===== src/logic/msia_map.vh =====
// Purpose: Register map, field positions and timing for the master status aggregator
// Assumes: 32-bit AXI4-Lite data, 100 MHz system clock
// Notes:   Definitions only; included by bare name
`ifndef MSIA_MAP_VH
`define MSIA_MAP_VH

// Register indices; byte address is four times the index
`define MSIA_SUMMARY_IDX 8'h08
`define MSIA_MASK_IDX 8'h0a
`define MSIA_ADDR_W 8
`define MSIA_SUMMARY_ADDR 8'h20
`define MSIA_MASK_ADDR 8'h28

// Field positions in summary and mask
`define MSIA_B_SECOND 0
`define MSIA_B_SATURATE 1
`define MSIA_B_BERT 2
`define MSIA_B_HDLC 3
`define MSIA_B_FAR_END 4
`define MSIA_B_FRAME_ALARM 5
`define MSIA_B_REMOTE_ALARM 6
`define MSIA_B_LOOPBACK 8
`define MSIA_B_TOP_FRAMER 9
`define MSIA_B_TX_LOSS 10
`define MSIA_B_RX_LOSS 11
`define MSIA_B_FRAMER_ONLY 12
`define MSIA_B_G747 13

// Count of sticky flags: bits 0..6 then bit 9
`define MSIA_STICKY_N 8
`define MSIA_S_TOP_FRAMER 7

// Writable mask bits and bits able to interrupt (0-6, 8-11)
`define MSIA_MASK_WR 16'h0f7f
`define MSIA_IRQ_CAPABLE 16'h0f7f
`define MSIA_MASK_RST 16'h0000

// AXI response codes
`define MSIA_RESP_OKAY 2'b00
`define MSIA_RESP_SLVERR 2'b10

// Clock-loss timing
`define MSIA_CLK_PERIOD_NS 10
`define MSIA_LOSS_NS 200
`define MSIA_LOSS_CNT_W 8

`endif


===== src/logic/msia_flags.v =====
// Purpose: Bank of sticky status flags, set by hardware, cleared by a strobe
// Assumes: Set and clear are one-cycle pulses in the clock_in domain
// Notes:   A set arriving with a clear wins, so no event is lost
`timescale 1ns/1ps
`default_nettype none
module msia_flags #(
   parameter W = 8
) (
   input wire clock_in,
   input wire rst_in,
   input wire [W-1:0] set_in,
   input wire [W-1:0] clr_in,
   output wire [W-1:0] flag_out
);
   reg [W-1:0] flag_r; // Held flags
   reg [W-1:0] flag_nxt; // Next flags

   // Set dominates clear
   always @* begin
      flag_nxt = set_in | (flag_r & ~clr_in);
   end

   // Flag storage, cleared by reset
   always @(posedge clock_in) begin
      if (rst_in) begin
         flag_r <= {W{1'b0}};
      end else begin
         flag_r <= flag_nxt;
      end
   end

   assign flag_out = flag_r;
endmodule // msia_flags
`default_nettype wire


===== src/logic/msia_clk_watch.v =====
// Purpose: Flags a line clock that has stopped toggling
// Assumes: Line clock is sampled as an ordinary synchronous input
// Notes:   Flag is set by reset and drops on the first toggle seen
`timescale 1ns/1ps
`default_nettype none
`include "msia_map.vh"
module msia_clk_watch #(
   parameter LOSS_CYC = 20
) (
   input wire clock_in,
   input wire rst_in,
   input wire line_clk_in,
   output wire loss_out
);
   reg prev_r; // Last sampled line level
   reg [`MSIA_LOSS_CNT_W-1:0] idle_r; // Cycles since last toggle
   reg loss_r; // Loss flag
   wire toggle; // Line level changed

   assign toggle = line_clk_in ^ prev_r;

   // Idle counter saturates at the loss limit; a toggle clears it
   always @(posedge clock_in) begin
      if (rst_in) begin
         // Start from the line's own level so a line stuck high gives no false toggle
         prev_r <= line_clk_in;
         idle_r <= {`MSIA_LOSS_CNT_W{1'b0}};
         loss_r <= 1'b1;
      end else begin
         prev_r <= line_clk_in;
         if (toggle) begin
            idle_r <= {`MSIA_LOSS_CNT_W{1'b0}};
            loss_r <= 1'b0;
         end else if (idle_r >= LOSS_CYC[`MSIA_LOSS_CNT_W-1:0] - 1'b1) begin
            loss_r <= 1'b1;
         end else begin
            idle_r <= idle_r + 1'b1;
         end
      end
   end

   assign loss_out = loss_r;
endmodule // msia_clk_watch
`default_nettype wire


===== src/logic/msia_top.v =====
// Purpose: Master status summary, interrupt mask and one interrupt line
// Assumes: All sub-block event, enable and read strobes are synchronous to clock_in
// Notes:   AXI4-Lite slave; summary at 0x20, mask at 0x28; one access of each kind at a time
`timescale 1ns/1ps
`default_nettype none
`include "msia_map.vh"
module msia_top #(
   parameter LOOP_LINES = 14,
   parameter LOSS_CYC = `MSIA_LOSS_NS / `MSIA_CLK_PERIOD_NS
) (
   input wire clock_in,
   input wire rst_in,
   // AXI4-Lite write address
   input wire [31:0] s_axi_awaddr_in,
   input wire s_axi_awvalid_in,
   output wire s_axi_awready_out,
   // AXI4-Lite write data
   input wire [31:0] s_axi_wdata_in,
   input wire [3:0] s_axi_wstrb_in,
   input wire s_axi_wvalid_in,
   output wire s_axi_wready_out,
   // AXI4-Lite write response
   output wire [1:0] s_axi_bresp_out,
   output wire s_axi_bvalid_out,
   input wire s_axi_bready_in,
   // AXI4-Lite read address
   input wire [31:0] s_axi_araddr_in,
   input wire s_axi_arvalid_in,
   output wire s_axi_arready_out,
   // AXI4-Lite read data
   output wire [31:0] s_axi_rdata_out,
   output wire [1:0] s_axi_rresp_out,
   output wire s_axi_rvalid_out,
   input wire s_axi_rready_in,
   // Timer and counters
   input wire one_second_tick_in,
   input wire counter_saturate_in,
   // BERT
   input wire bert_change_in,
   input wire bert_irq_en_in,
   input wire bert_status_reg_rd_in,
   // HDLC
   input wire hdlc_change_in,
   input wire hdlc_irq_enable_reg_in,
   input wire hdlc_status_reg_rd_in,
   // Far-end alarm controller
   input wire far_end_codeword_in,
   input wire far_end_alarm_status_reg_rd_in,
   // Second-level framers
   input wire second_level_frame_alarm_change_in,
   input wire second_level_frame_alarm_en_in,
   input wire second_level_frame_alarm_flag_rd_in,
   input wire second_level_remote_alarm_change_in,
   input wire second_level_remote_alarm_en_in,
   input wire second_level_remote_alarm_flag_rd_in,
   // Tributary loopback detectors, one bit per line
   input wire [LOOP_LINES-1:0] tributary_loopback_status_a_in,
   input wire [LOOP_LINES-1:0] tributary_loopback_status_b_in,
   // Top-level framer
   input wire top_framer_change_in,
   input wire top_framer_en_in,
   input wire top_framer_status_flag_rd_in,
   // Line clocks and mode pins
   input wire framer_tx_clock_in,
   input wire line_rx_clock_in,
   input wire framer_only_select_pin_in,
   input wire g747_select_pin_in,
   // Interrupt, active high
   output wire irq_out
);
   // Bus state
   reg awready_r; // Ready for write address
   reg wready_r; // Ready for write data
   reg aw_held_r; // Write address captured
   reg w_held_r; // Write data captured
   reg [`MSIA_ADDR_W-1:0] aw_addr_r; // Captured write address
   reg [31:0] w_data_r; // Captured write data
   reg [3:0] w_strb_r; // Captured byte strobes
   reg bvalid_r; // Write response pending
   reg [1:0] bresp_r; // Write response code
   reg arready_r; // Ready for read address
   reg rvalid_r; // Read data pending
   reg [1:0] rresp_r; // Read response code
   reg [31:0] rdata_r; // Read data

   // Block state
   reg [15:0] mask_r; // master_interrupt_mask
   reg loopback_r; // Any loopback command active
   reg framer_only_r; // Framer-only pin level
   reg g747_r; // G.747 pin level
   reg irq_r; // Registered interrupt

   // Combinational helpers
   wire aw_fire; // Write address handshake
   wire w_fire; // Write data handshake
   wire ar_fire; // Read address handshake
   wire wr_go; // Both halves of a write present
   wire [`MSIA_ADDR_W-1:0] wr_addr; // Effective write address
   wire [31:0] wr_data; // Effective write data
   wire [3:0] wr_strb; // Effective strobes
   wire [`MSIA_ADDR_W-1:0] rd_addr; // Read address low bits
   wire summary_rd; // Read of summary taken
   wire [`MSIA_STICKY_N-1:0] sticky_set; // Flag sets
   wire [`MSIA_STICKY_N-1:0] sticky_clr; // Flag clears
   wire [`MSIA_STICKY_N-1:0] sticky; // Flag values
   wire tx_loss; // Tx clock lost
   wire rx_loss; // Rx clock lost
   reg [15:0] summary; // Assembled summary word
   reg [15:0] mask_nxt; // Next mask value

   assign aw_fire = s_axi_awvalid_in & awready_r;
   assign w_fire = s_axi_wvalid_in & wready_r;
   assign ar_fire = s_axi_arvalid_in & arready_r;
   // Address and data may arrive in either order or together
   assign wr_go = (aw_held_r | aw_fire) & (w_held_r | w_fire) & ~bvalid_r;
   assign wr_addr = aw_held_r ? aw_addr_r : s_axi_awaddr_in[`MSIA_ADDR_W-1:0];
   assign wr_data = w_held_r ? w_data_r : s_axi_wdata_in;
   assign wr_strb = w_held_r ? w_strb_r : s_axi_wstrb_in;
   assign rd_addr = s_axi_araddr_in[`MSIA_ADDR_W-1:0];
   assign summary_rd = ar_fire & (rd_addr == `MSIA_SUMMARY_ADDR);

   // Sticky flag sources; BERT, HDLC, both alarm and top framer sets are gated by their sub-block enable
   assign sticky_set[`MSIA_B_SECOND] = one_second_tick_in;
   assign sticky_set[`MSIA_B_SATURATE] = counter_saturate_in;
   assign sticky_set[`MSIA_B_BERT] = bert_change_in & bert_irq_en_in;
   assign sticky_set[`MSIA_B_HDLC] = hdlc_change_in & hdlc_irq_enable_reg_in;
   assign sticky_set[`MSIA_B_FAR_END] = far_end_codeword_in;
   assign sticky_set[`MSIA_B_FRAME_ALARM] =
      second_level_frame_alarm_change_in & second_level_frame_alarm_en_in;
   assign sticky_set[`MSIA_B_REMOTE_ALARM] =
      second_level_remote_alarm_change_in & second_level_remote_alarm_en_in;
   assign sticky_set[`MSIA_S_TOP_FRAMER] = top_framer_change_in & top_framer_en_in;

   // Event bits clear on a summary read; the rest on their own register read
   assign sticky_clr[`MSIA_B_SECOND] = summary_rd;
   assign sticky_clr[`MSIA_B_SATURATE] = summary_rd;
   assign sticky_clr[`MSIA_B_BERT] = bert_status_reg_rd_in;
   assign sticky_clr[`MSIA_B_HDLC] = hdlc_status_reg_rd_in;
   assign sticky_clr[`MSIA_B_FAR_END] = far_end_alarm_status_reg_rd_in;
   assign sticky_clr[`MSIA_B_FRAME_ALARM] = second_level_frame_alarm_flag_rd_in;
   assign sticky_clr[`MSIA_B_REMOTE_ALARM] = second_level_remote_alarm_flag_rd_in;
   assign sticky_clr[`MSIA_S_TOP_FRAMER] = top_framer_status_flag_rd_in;

   // Flags hold until cleared, which keeps the interrupt up until serviced
   msia_flags #(
      .W(`MSIA_STICKY_N)
   ) u_flags (
      .clock_in(clock_in),
      .rst_in(rst_in),
      .set_in(sticky_set),
      .clr_in(sticky_clr),
      .flag_out(sticky)
   );

   // Tx clock watched against the system clock
   msia_clk_watch #(
      .LOSS_CYC(LOSS_CYC)
   ) u_tx_watch (
      .clock_in(clock_in),
      .rst_in(rst_in),
      .line_clk_in(framer_tx_clock_in),
      .loss_out(tx_loss)
   );

   // Rx clock watched against the system clock
   msia_clk_watch #(
      .LOSS_CYC(LOSS_CYC)
   ) u_rx_watch (
      .clock_in(clock_in),
      .rst_in(rst_in),
      .line_clk_in(line_rx_clock_in),
      .loss_out(rx_loss)
   );

   // Assemble the summary word; unused positions stay zero
   always @* begin
      summary = 16'h0000;
      summary[`MSIA_B_REMOTE_ALARM:`MSIA_B_SECOND] = sticky[`MSIA_B_REMOTE_ALARM:0];
      summary[`MSIA_B_LOOPBACK] = loopback_r;
      summary[`MSIA_B_TOP_FRAMER] = sticky[`MSIA_S_TOP_FRAMER];
      summary[`MSIA_B_TX_LOSS] = tx_loss;
      summary[`MSIA_B_RX_LOSS] = rx_loss;
      summary[`MSIA_B_FRAMER_ONLY] = framer_only_r;
      summary[`MSIA_B_G747] = g747_r;
   end

   // Mask write honours the two low byte lanes; unused bits never store
   always @* begin
      mask_nxt = mask_r;
      if (wr_go && wr_addr == `MSIA_MASK_ADDR) begin
         if (wr_strb[0]) begin
            mask_nxt[7:0] = wr_data[7:0];
         end
         if (wr_strb[1]) begin
            mask_nxt[15:8] = wr_data[15:8];
         end
         mask_nxt = mask_nxt & `MSIA_MASK_WR;
      end
   end

   // Level bits, mask and interrupt
   always @(posedge clock_in) begin
      if (rst_in) begin
         mask_r <= `MSIA_MASK_RST;
         loopback_r <= 1'b0;
         framer_only_r <= 1'b0;
         g747_r <= 1'b0;
         irq_r <= 1'b0;
      end else begin
         mask_r <= mask_nxt;
         // Drops only when no line reports an active command
         loopback_r <= (|tributary_loopback_status_a_in) |
            (|tributary_loopback_status_b_in);
         framer_only_r <= framer_only_select_pin_in;
         g747_r <= g747_select_pin_in;
         // Pin mirrors are excluded from the capable set
         irq_r <= |(summary & mask_r & `MSIA_IRQ_CAPABLE);
      end
   end

   // Write channel: capture each half, answer once both are in
   always @(posedge clock_in) begin
      if (rst_in) begin
         awready_r <= 1'b1;
         wready_r <= 1'b1;
         aw_held_r <= 1'b0;
         w_held_r <= 1'b0;
         aw_addr_r <= {`MSIA_ADDR_W{1'b0}};
         w_data_r <= 32'h00000000;
         w_strb_r <= 4'h0;
         bvalid_r <= 1'b0;
         bresp_r <= `MSIA_RESP_OKAY;
      end else begin
         if (wr_go) begin
            // Both halves present: respond, stop taking new ones
            aw_held_r <= 1'b0;
            w_held_r <= 1'b0;
            awready_r <= 1'b0;
            wready_r <= 1'b0;
            bvalid_r <= 1'b1;
            if (wr_addr == `MSIA_MASK_ADDR || wr_addr == `MSIA_SUMMARY_ADDR) begin
               // Summary is read-only; write is accepted and ignored
               bresp_r <= `MSIA_RESP_OKAY;
            end else begin
               bresp_r <= `MSIA_RESP_SLVERR;
            end
         end else begin
            if (aw_fire) begin
               aw_held_r <= 1'b1;
               aw_addr_r <= s_axi_awaddr_in[`MSIA_ADDR_W-1:0];
               awready_r <= 1'b0;
            end
            if (w_fire) begin
               w_held_r <= 1'b1;
               w_data_r <= s_axi_wdata_in;
               w_strb_r <= s_axi_wstrb_in;
               wready_r <= 1'b0;
            end
            if (bvalid_r && s_axi_bready_in) begin
               // Response taken: reopen both channels
               bvalid_r <= 1'b0;
               awready_r <= 1'b1;
               wready_r <= 1'b1;
            end
         end
      end
   end

   // Read channel: one outstanding read, data one edge after address
   always @(posedge clock_in) begin
      if (rst_in) begin
         arready_r <= 1'b1;
         rvalid_r <= 1'b0;
         rresp_r <= `MSIA_RESP_OKAY;
         rdata_r <= 32'h00000000;
      end else begin
         if (ar_fire) begin
            arready_r <= 1'b0;
            rvalid_r <= 1'b1;
            case (rd_addr)
               `MSIA_SUMMARY_ADDR: begin
                  // Captured before the read clears the event bits
                  rdata_r <= {16'h0000, summary};
                  rresp_r <= `MSIA_RESP_OKAY;
               end
               `MSIA_MASK_ADDR: begin
                  rdata_r <= {16'h0000, mask_r};
                  rresp_r <= `MSIA_RESP_OKAY;
               end
               default: begin
                  rdata_r <= 32'h00000000;
                  rresp_r <= `MSIA_RESP_SLVERR;
               end
            endcase
         end else if (rvalid_r && s_axi_rready_in) begin
            rvalid_r <= 1'b0;
            arready_r <= 1'b1;
         end
      end
   end

   assign s_axi_awready_out = awready_r;
   assign s_axi_wready_out = wready_r;
   assign s_axi_bvalid_out = bvalid_r;
   assign s_axi_bresp_out = bresp_r;
   assign s_axi_arready_out = arready_r;
   assign s_axi_rvalid_out = rvalid_r;
   assign s_axi_rresp_out = rresp_r;
   assign s_axi_rdata_out = rdata_r;
   assign irq_out = irq_r;
endmodule // msia_top
`default_nettype wire


===== config.mk =====
export PLATFORM = sky130hd
export DESIGN_NAME = msia_top
export DESIGN_NICKNAME = d
export VERILOG_FILES = /design/src/logic/msia_flags.v /design/src/logic/msia_clk_watch.v /design/src/logic/msia_top.v
export VERILOG_INCLUDE_DIRS = /design/src /design/src/logic
export SDC_FILE = /design/constraint.sdc
export NUM_CORES = 1
export LEC_CHECK = 0
export BUFFER_PORTS_ARGS = -buffer_cell sky130_fd_sc_hd__buf_2
export CAP_MARGIN = 20
export CORE_ASPECT_RATIO = 0.75
export CORE_MARGIN = 10
export CORE_UTILIZATION = 40
export DETAILED_ROUTE_END_ITERATION = 12
export PLACE_DENSITY = 0.77
export SYNTH_ARGS = -nofsm -noshare
export SYNTH_HDL_FRONTEND = slang
export SYNTH_SLANG_ARGS = --single-unit

===== constraint.sdc =====
create_clock -name clock_in -period 5.7 [get_ports clock_in]
set_input_delay 0.855 -clock clock_in [delete_from_list [all_inputs] [get_ports clock_in]]
set_output_delay 0.855 -clock clock_in [all_outputs]
set_load 0.01 [all_outputs]

==> results.yml, run 1 <==
timing:
  post-route-min-period_ns: 2.57
  setup_ws_ns: 3.13
  report.final.slew_viol_count: 0
  max_slew_headroom_pct: 45.5
  setup_tns_ns: 0
  worst_case_hold_slack_ns: 0.458
  final.setup_skew_ns: 0.00445
  finalSetupViolCount: 0
  max_clock_freq_mhz: 389
  timing_worst_slew_pin_value_ns: 0.817
  timing.final.hold_violations: 0
  post-route-period-util_pct: 45.1
  rsz0062_at_grt: "no"
grt:
  first_pass_grt_wire_length_mm: 15.1
  grt.overflow.total: 0
  grt_antenna_before_repair: 0
  global_route.usage.total_pct: 13.3
  grt_max_degree: 83
  grt_pass1_vias: 3070
setup_path:
  timing.critical_path.required_ns: 5.92
  launching_element_type_of_the_critical_path: "register"
  worst_ep_arrival_time_ns: 2.79
  critPathCaptureType: "register"
  timing.setup.critical_path_class: "register to register"
  critical_path.max_fanout: 14
detailed_routing:
  number_of_drc_violations_after_detailed_routing: 0
  route.detailed.wl_per_inst_um: 15.0
  drt_first_iter_violations: 155
  vias: 3016
  firstDrtPassIters: 5
  viasPerCell: 4.85
  total_routed_length_mm: 9.31
  antenna_violating_nets_post_route: 0
cells_and_area:
  final_layout_size_suffix_gt1_share_pct: 29.4
  layout_commonest_cell: "sky130_fd_sc_hd__buf_2"
  stdcell_area_mm2: 0.00460
  fillerInstances: 875
  antenna_cells_inserted: 0
  final_nets: 649
  layout.cells.most_common_list: "107 x sky130_fd_sc_hd__buf_2, 86 x sky130_fd_sc_hd__dfxtp_1, 62 x sky130_fd_sc_hd__nor2_1"
  area_growth_pct: 23.1
  instances_no_fill: 622
  layout.core_utilization_pct: 50.6
synthesis:
  mappedNetlistArea_mm2: 0.00373
  post_synth_main_area_contributors: "sky130_fd_sc_hd__dfxtp_1 46%, sky130_fd_sc_hd__mux2i_1 12%, sky130_fd_sc_hd__nor2_1 6.2%"
  synth_seq_area_share_pct: 46.1
  postSynthAreaPerCell_um2: 9.65
  synthesis.yosys.warnings: 0
  synthDominantCellAreaShare_pct: 46.1
  synthDistinctLibCells: 40
  synth_area_leader: "sky130_fd_sc_hd__dfxtp_1"
  postSynthCellCount: 387
  postSynthRegisterBits: 86
cts:
  numCtsBuffers: 9
  cts_setup_buffers: 0
  insertion_delay_of_the_later_clocked_pin_in_the_worst_skew_pair_ns: 0.33
  clock_tree.buffer_depth: 2
  tritoncts: "yes"
  ctsResizeCount: 0
  cts.htree.levels: 3
  holdBufCountCts: 0
  clock_tree.root_cell: "sky130_fd_sc_hd__clkbuf_16"
  clock-sinks: 86
  clkSlewWorstSetupHoldPaths_ns: 0.06
power:
  power_per_standard_cell_area_mw_per_mm2: 299
  tot_pwr_mw: 1.37
  p_leak_nw: 2.15
  vdd.ir_drop.worst_mv: 0.175
floorplanning:
  die_height_um: 104
  initial_cell_density_of_the_core_pct: 41.1
  core_mm2: 0.00908
  placementRows: 30
  design.die.area_mm2: 0.0136
  die_w_um: 132
  pin_count: 200
job:
  drv_cap: 0
worst_hold_path:
  hold_path.class: "register to register"
placed_design:
  post-place-cells: 606
  preCtsSetupSlack_ns: 3.04
  dpl.hpwl_mm: 7.24
  placement_cell_area_mm2: 0.00430
  buffer_ports.inserted: 107
  gp_routability_congestion: 0.754
run_status:
  run_status: "finished clean"
routing by layer:
layer	up-vias	track usage [%]	share of wire (%)
li1	1512	-	-
met1	1414	17.1	47
met2	83	20.5	46
met3	7	4.54	5.5
met4	0	4.52	1.1
met5	-	0	0
worst max-delay path, stage by stage, from the launching register on:
cell,delay (ns)
sky130_fd_sc_hd__dfxtp_1,0.80
sky130_fd_sc_hd__a21oi_1,0.20
sky130_fd_sc_hd__or4_4,0.61
sky130_fd_sc_hd__a2111oi_4,0.44
sky130_fd_sc_hd__mux2_2,0.40
where the power goes:
group	total, mW	switching (mW)	internal [mW]
combinational	0.145	0.0765	0.0690
clock	0.581	0.232	0.349
sequential	0.648	0.0213	0.627
layout make-up:
cell class                      count  area, µm²  share of cell area [%]
Multi-Input combinational cell    278       1840                    40.1
Inverter                            5       18.8                   0.408
Tap cell                          128        160                    3.48
Sequential cell                    86       1720                    37.5
Timing Repair Buffer              109        551                    12.0
Clock inverter                      6       61.3                    1.33
Clock buffer                       10        239                    5.20
final timing paths:
kind	startpoint	end	slack, ns	cells after the start
hold reg to reg	u_tx_watch.idle_r[6]	u_tx_watch.idle_r[6]	0.46	1
setup / recovery	w_held_r	mask_r[3]	3.13	4
setup reg to reg	w_held_r	mask_r[3]	3.13	4
hold / removal	u_tx_watch.idle_r[6]	u_tx_watch.idle_r[6]	0.46	1
flip-flops by register name (all words and copies together) (netlist names), 2 cells and up:
signal,cells
w_data_r,11
u_tx_watch.idle_r,8
s_axi_rdata_out,13
aw_addr_r,8
w_strb_r,2
mask_r,11
u_rx_watch.idle_r,8
u_flags.flag_out,8
kinds of logic (layout without fill, tap and decap cells):
family | after synthesis | after routing | synth area share, %
AO/OA/AOI/OAI | 52 | 52 | 10.8
XOR/XNOR | 8 | 8 | 1.88
adder cells (fa/ha/maj) | 2 | 2 | 0.670
buffers and inverters | 43 | 130 | 6.50
flip-flops | 86 | 86 | 46.1
multiplexers | 58 | 58 | 16.1
other | 1 | 21 | 0.100
AND/OR/NAND/NOR | 137 | 137 | 17.9
cells in the mapped netlist:
master	n
sky130_fd_sc_hd__nand2b_1	8
sky130_fd_sc_hd__o21ai_0	4
sky130_fd_sc_hd__a31oi_1	1
sky130_fd_sc_hd__a222oi_1	1
sky130_fd_sc_hd__nand2_1	12
sky130_fd_sc_hd__and3_1	1
sky130_fd_sc_hd__buf_4	21
sky130_fd_sc_hd__ha_1	2
sky130_fd_sc_hd__dfxtp_1	86
sky130_fd_sc_hd__a22o_1	2
sky130_fd_sc_hd__o31ai_1	2
sky130_fd_sc_hd__or3b_2	2
sky130_fd_sc_hd__and4_1	1
sky130_fd_sc_hd__nor3_1	8
sky130_fd_sc_hd__o211ai_2	1
sky130_fd_sc_hd__o211ai_1	1
sky130_fd_sc_hd__or4_4	1
sky130_fd_sc_hd__o21bai_1	3
sky130_fd_sc_hd__a41oi_1	3
sky130_fd_sc_hd__nor2_1	62
sky130_fd_sc_hd__nor2b_1	14
sky130_fd_sc_hd__mux2i_1	46
sky130_fd_sc_hd__xor2_1	8
sky130_fd_sc_hd__buf_2	2
sky130_fd_sc_hd__mux2_4	1
sky130_fd_sc_hd__inv_1	5
sky130_fd_sc_hd__buf_1	7
sky130_fd_sc_hd__mux2_2	11
sky130_fd_sc_hd__nand4_1	1
sky130_fd_sc_hd__clkbuf_1	8
sky130_fd_sc_hd__or2_2	2
sky130_fd_sc_hd__nor4_1	8
sky130_fd_sc_hd__and2_1	7
sky130_fd_sc_hd__conb_1	1
sky130_fd_sc_hd__nor4b_1	2
sky130_fd_sc_hd__nand3_1	8
sky130_fd_sc_hd__a2111oi_4	2
sky130_fd_sc_hd__a221oi_1	2
sky130_fd_sc_hd__a21oi_1	19
sky130_fd_sc_hd__a2bb2oi_1	11
(Power assumes the default switching activity.)
==> run 2, diff against run 1 <==
==> constraint.sdc (replaced) <==
create_clock -name clock_in -period 2.6 [get_ports clock_in]
set_input_delay 0.39 -clock clock_in [delete_from_list [all_inputs] [get_ports clock_in]]
set_output_delay 0.39 -clock clock_in [all_outputs]
set_load 0.01 [all_outputs]
==> run 2 against run 1 <==
Against the previous run: core utilization is 0.36 points higher; die area unchanged; largest power group unchanged; sequential power increased by 120%; via count shrank 2.2%; highest routed layer unchanged; clock skew is 0.0029 ns higher; setup slack got worse by 2.7 ns; non-clock buffer count rose by 4; power grew 120%; critical path type unchanged; critical path depth unchanged; fmax increased by 16%; routed wire length fell by 0.46%.
==> results.yml, run 2 (same netlist as run 1, synthesis figures left out) <==
setup_path:
  launching_element_type_of_the_critical_path: "register"
  timing.critical_path.cells: "nor4b_1 > nand3_1 > a2111oi_4 > mux2_2"
  critPathMaxStageDelay_ns: 0.67
  critPathCaptureType: "register"
  timing.critical_path.required_ns: 2.83
  critical_path.max_fanout: 7
  timing.critical_path.slowest_stage_cell: "sky130_fd_sc_hd__a2111oi_4"
  timing.critical_path.buf_inv: 0
  worst_ep_arrival_time_ns: 2.45
  timing.setup.critical_path_class: "register to register"
  cpLargestDelayFamily: "compound AO/OA/AOI/OAI gates"
detailed_routing:
  antenna_violating_nets_post_route: 0
  number_of_drc_violations_after_detailed_routing: 0
  vias: 2951
  viasPerCell: 4.71
  route.detailed.wl_per_inst_um: 14.8
  firstDrtPassIters: 6
  total_routed_length_mm: 9.27
  drt_first_iter_violations: 167
cells_and_area:
  antenna_cells_inserted: 0
  area_growth_pct: 24.0
  instances_no_fill: 626
  area.sequential_mm2: 0.00172
  fillerInstances: 863
  final_layout_size_suffix_gt1_share_pct: 29.5
  layout_commonest_cell: "sky130_fd_sc_hd__buf_2"
  final_nets: 653
  number_of_flip_flops_under_the_largest_register_name: 13
  multi_input_gate_area_in_the_final_layout_mm2: 0.00184
  layout.cells.most_common_list: "107 x sky130_fd_sc_hd__buf_2, 86 x sky130_fd_sc_hd__dfxtp_1, 62 x sky130_fd_sc_hd__nor2_1"
  stdcell_area_mm2: 0.00463
floorplanning:
  placementRows: 30
  initial_cell_density_of_the_core_pct: 41.1
  design.die.area_mm2: 0.0136
  core_mm2: 0.00908
  die_w_um: 132
  die_height_um: 104
  pin_count: 200
timing:
  timing_worst_slew_pin_value_ns: 0.804
  setup_tns_ns: 0
  worst_case_hold_slack_ns: 0.175
  post-route-min-period_ns: 2.22
  finalSetupViolCount: 0
  max_clock_freq_mhz: 451
  final.setup_skew_ns: 0.00730
  timing.final.hold_violations: 0
  max_slew_headroom_pct: 46.4
  rsz0062_at_grt: "no"
  report.final.slew_viol_count: 0
  post-route-period-util_pct: 85.4
grt:
  first_pass_grt_wire_length_mm: 14.8
  global_route.usage.total_pct: 13.2
  grt_max_degree: 45
  grt.overflow.total: 0
  grt_pass1_vias: 3034
  grt_antenna_before_repair: 0
cts:
  holdBufCountCts: 0
  cts_setup_buffers: 0
  numCtsBuffers: 9
  clock_tree.buffer_depth: 2
  insertion_delay_of_the_later_clocked_pin_in_the_worst_skew_pair_ns: 0.34
  tritoncts: "yes"
  clock_tree.root_cell: "sky130_fd_sc_hd__clkbuf_16"
  clkSlewWorstSetupHoldPaths_ns: 0.06
  clock-sinks: 86
  ctsResizeCount: 0
  cts.htree.levels: 3
power:
  power_per_standard_cell_area_mw_per_mm2: 655
  vdd.ir_drop.worst_mv: 0.420
  tot_pwr_mw: 3.03
  p_leak_nw: 2.17
placed_design:
  dpl.hpwl_mm: 7.32
  placement_cell_area_mm2: 0.00433
  post-place-cells: 610
  buffer_ports.inserted: 107
  gp_routability_congestion: 0.778
run_status:
  run_status: "finished clean"
job:
  drv_cap: 0
worst_hold_path:
  hold_path.class: "input port to register"
==> run 2: cell types whose count changed in the layout (fill, tap and decap cells not counted) <==
cell	before	now
sky130_fd_sc_hd__clkinv_2	3	1
sky130_fd_sc_hd__buf_4	2	6
sky130_fd_sc_hd__clkinv_4	1	0
sky130_fd_sc_hd__clkbuf_1	0	2
sky130_fd_sc_hd__clkbuf_8	1	2
==> run 2: report_power, final <==
| part | internal (mW) | leakage (nW) | total, mW | switching, mW |
|---|---|---|---|---|
| clock network | 0.795 | 0.146 | 1.29 | 0.492 |
| logic | 0.154 | 1.32 | 0.331 | 0.176 |
| registers | 1.37 | 0.702 | 1.41 | 0.0387 |
| total | 2.32 | 2.17 | 3.03 | 0.707 |
==> run 2: routing by layer <==
metal	share of wire [%]	track usage, %
met5	0	0
met4	1.2	4.52
met1	49	16.7
met2	45	20.3
met3	5.3	4.87
==> run 2: cell type report <==
type	count	area share, %
multi-input cells	278	39.8
flip-flops and latches	86	37.2
clock inverters	3	0.919
repair buffers	113	12.5
clock buffers	13	5.62
well taps	128	3.46
inverters	5	0.406
==> run 2: worst paths after layout <==
path,cells after the start,slack (ns),endpoint,from
min reg2reg,2,0.46,s_axi_rdata_out[12],s_axi_rdata_out[12]
max,4,0.38,mask_r[2],aw_held_r
max reg2reg,4,0.38,mask_r[2],aw_held_r
min,1,0.18,u_rx_watch.prev_r,line_rx_clock_in
==> run 2: metrics by stage <==
step / setup slack, ns / util (%)
final: 0.381 / 51.0
after global routing: 0.310 / 51.0
after CTS: 0.367 / 51.0
after detailed placement: 0.372 / 47.6
after global placement: 0.418 / 47.6
after floorplan: 0.573 / -
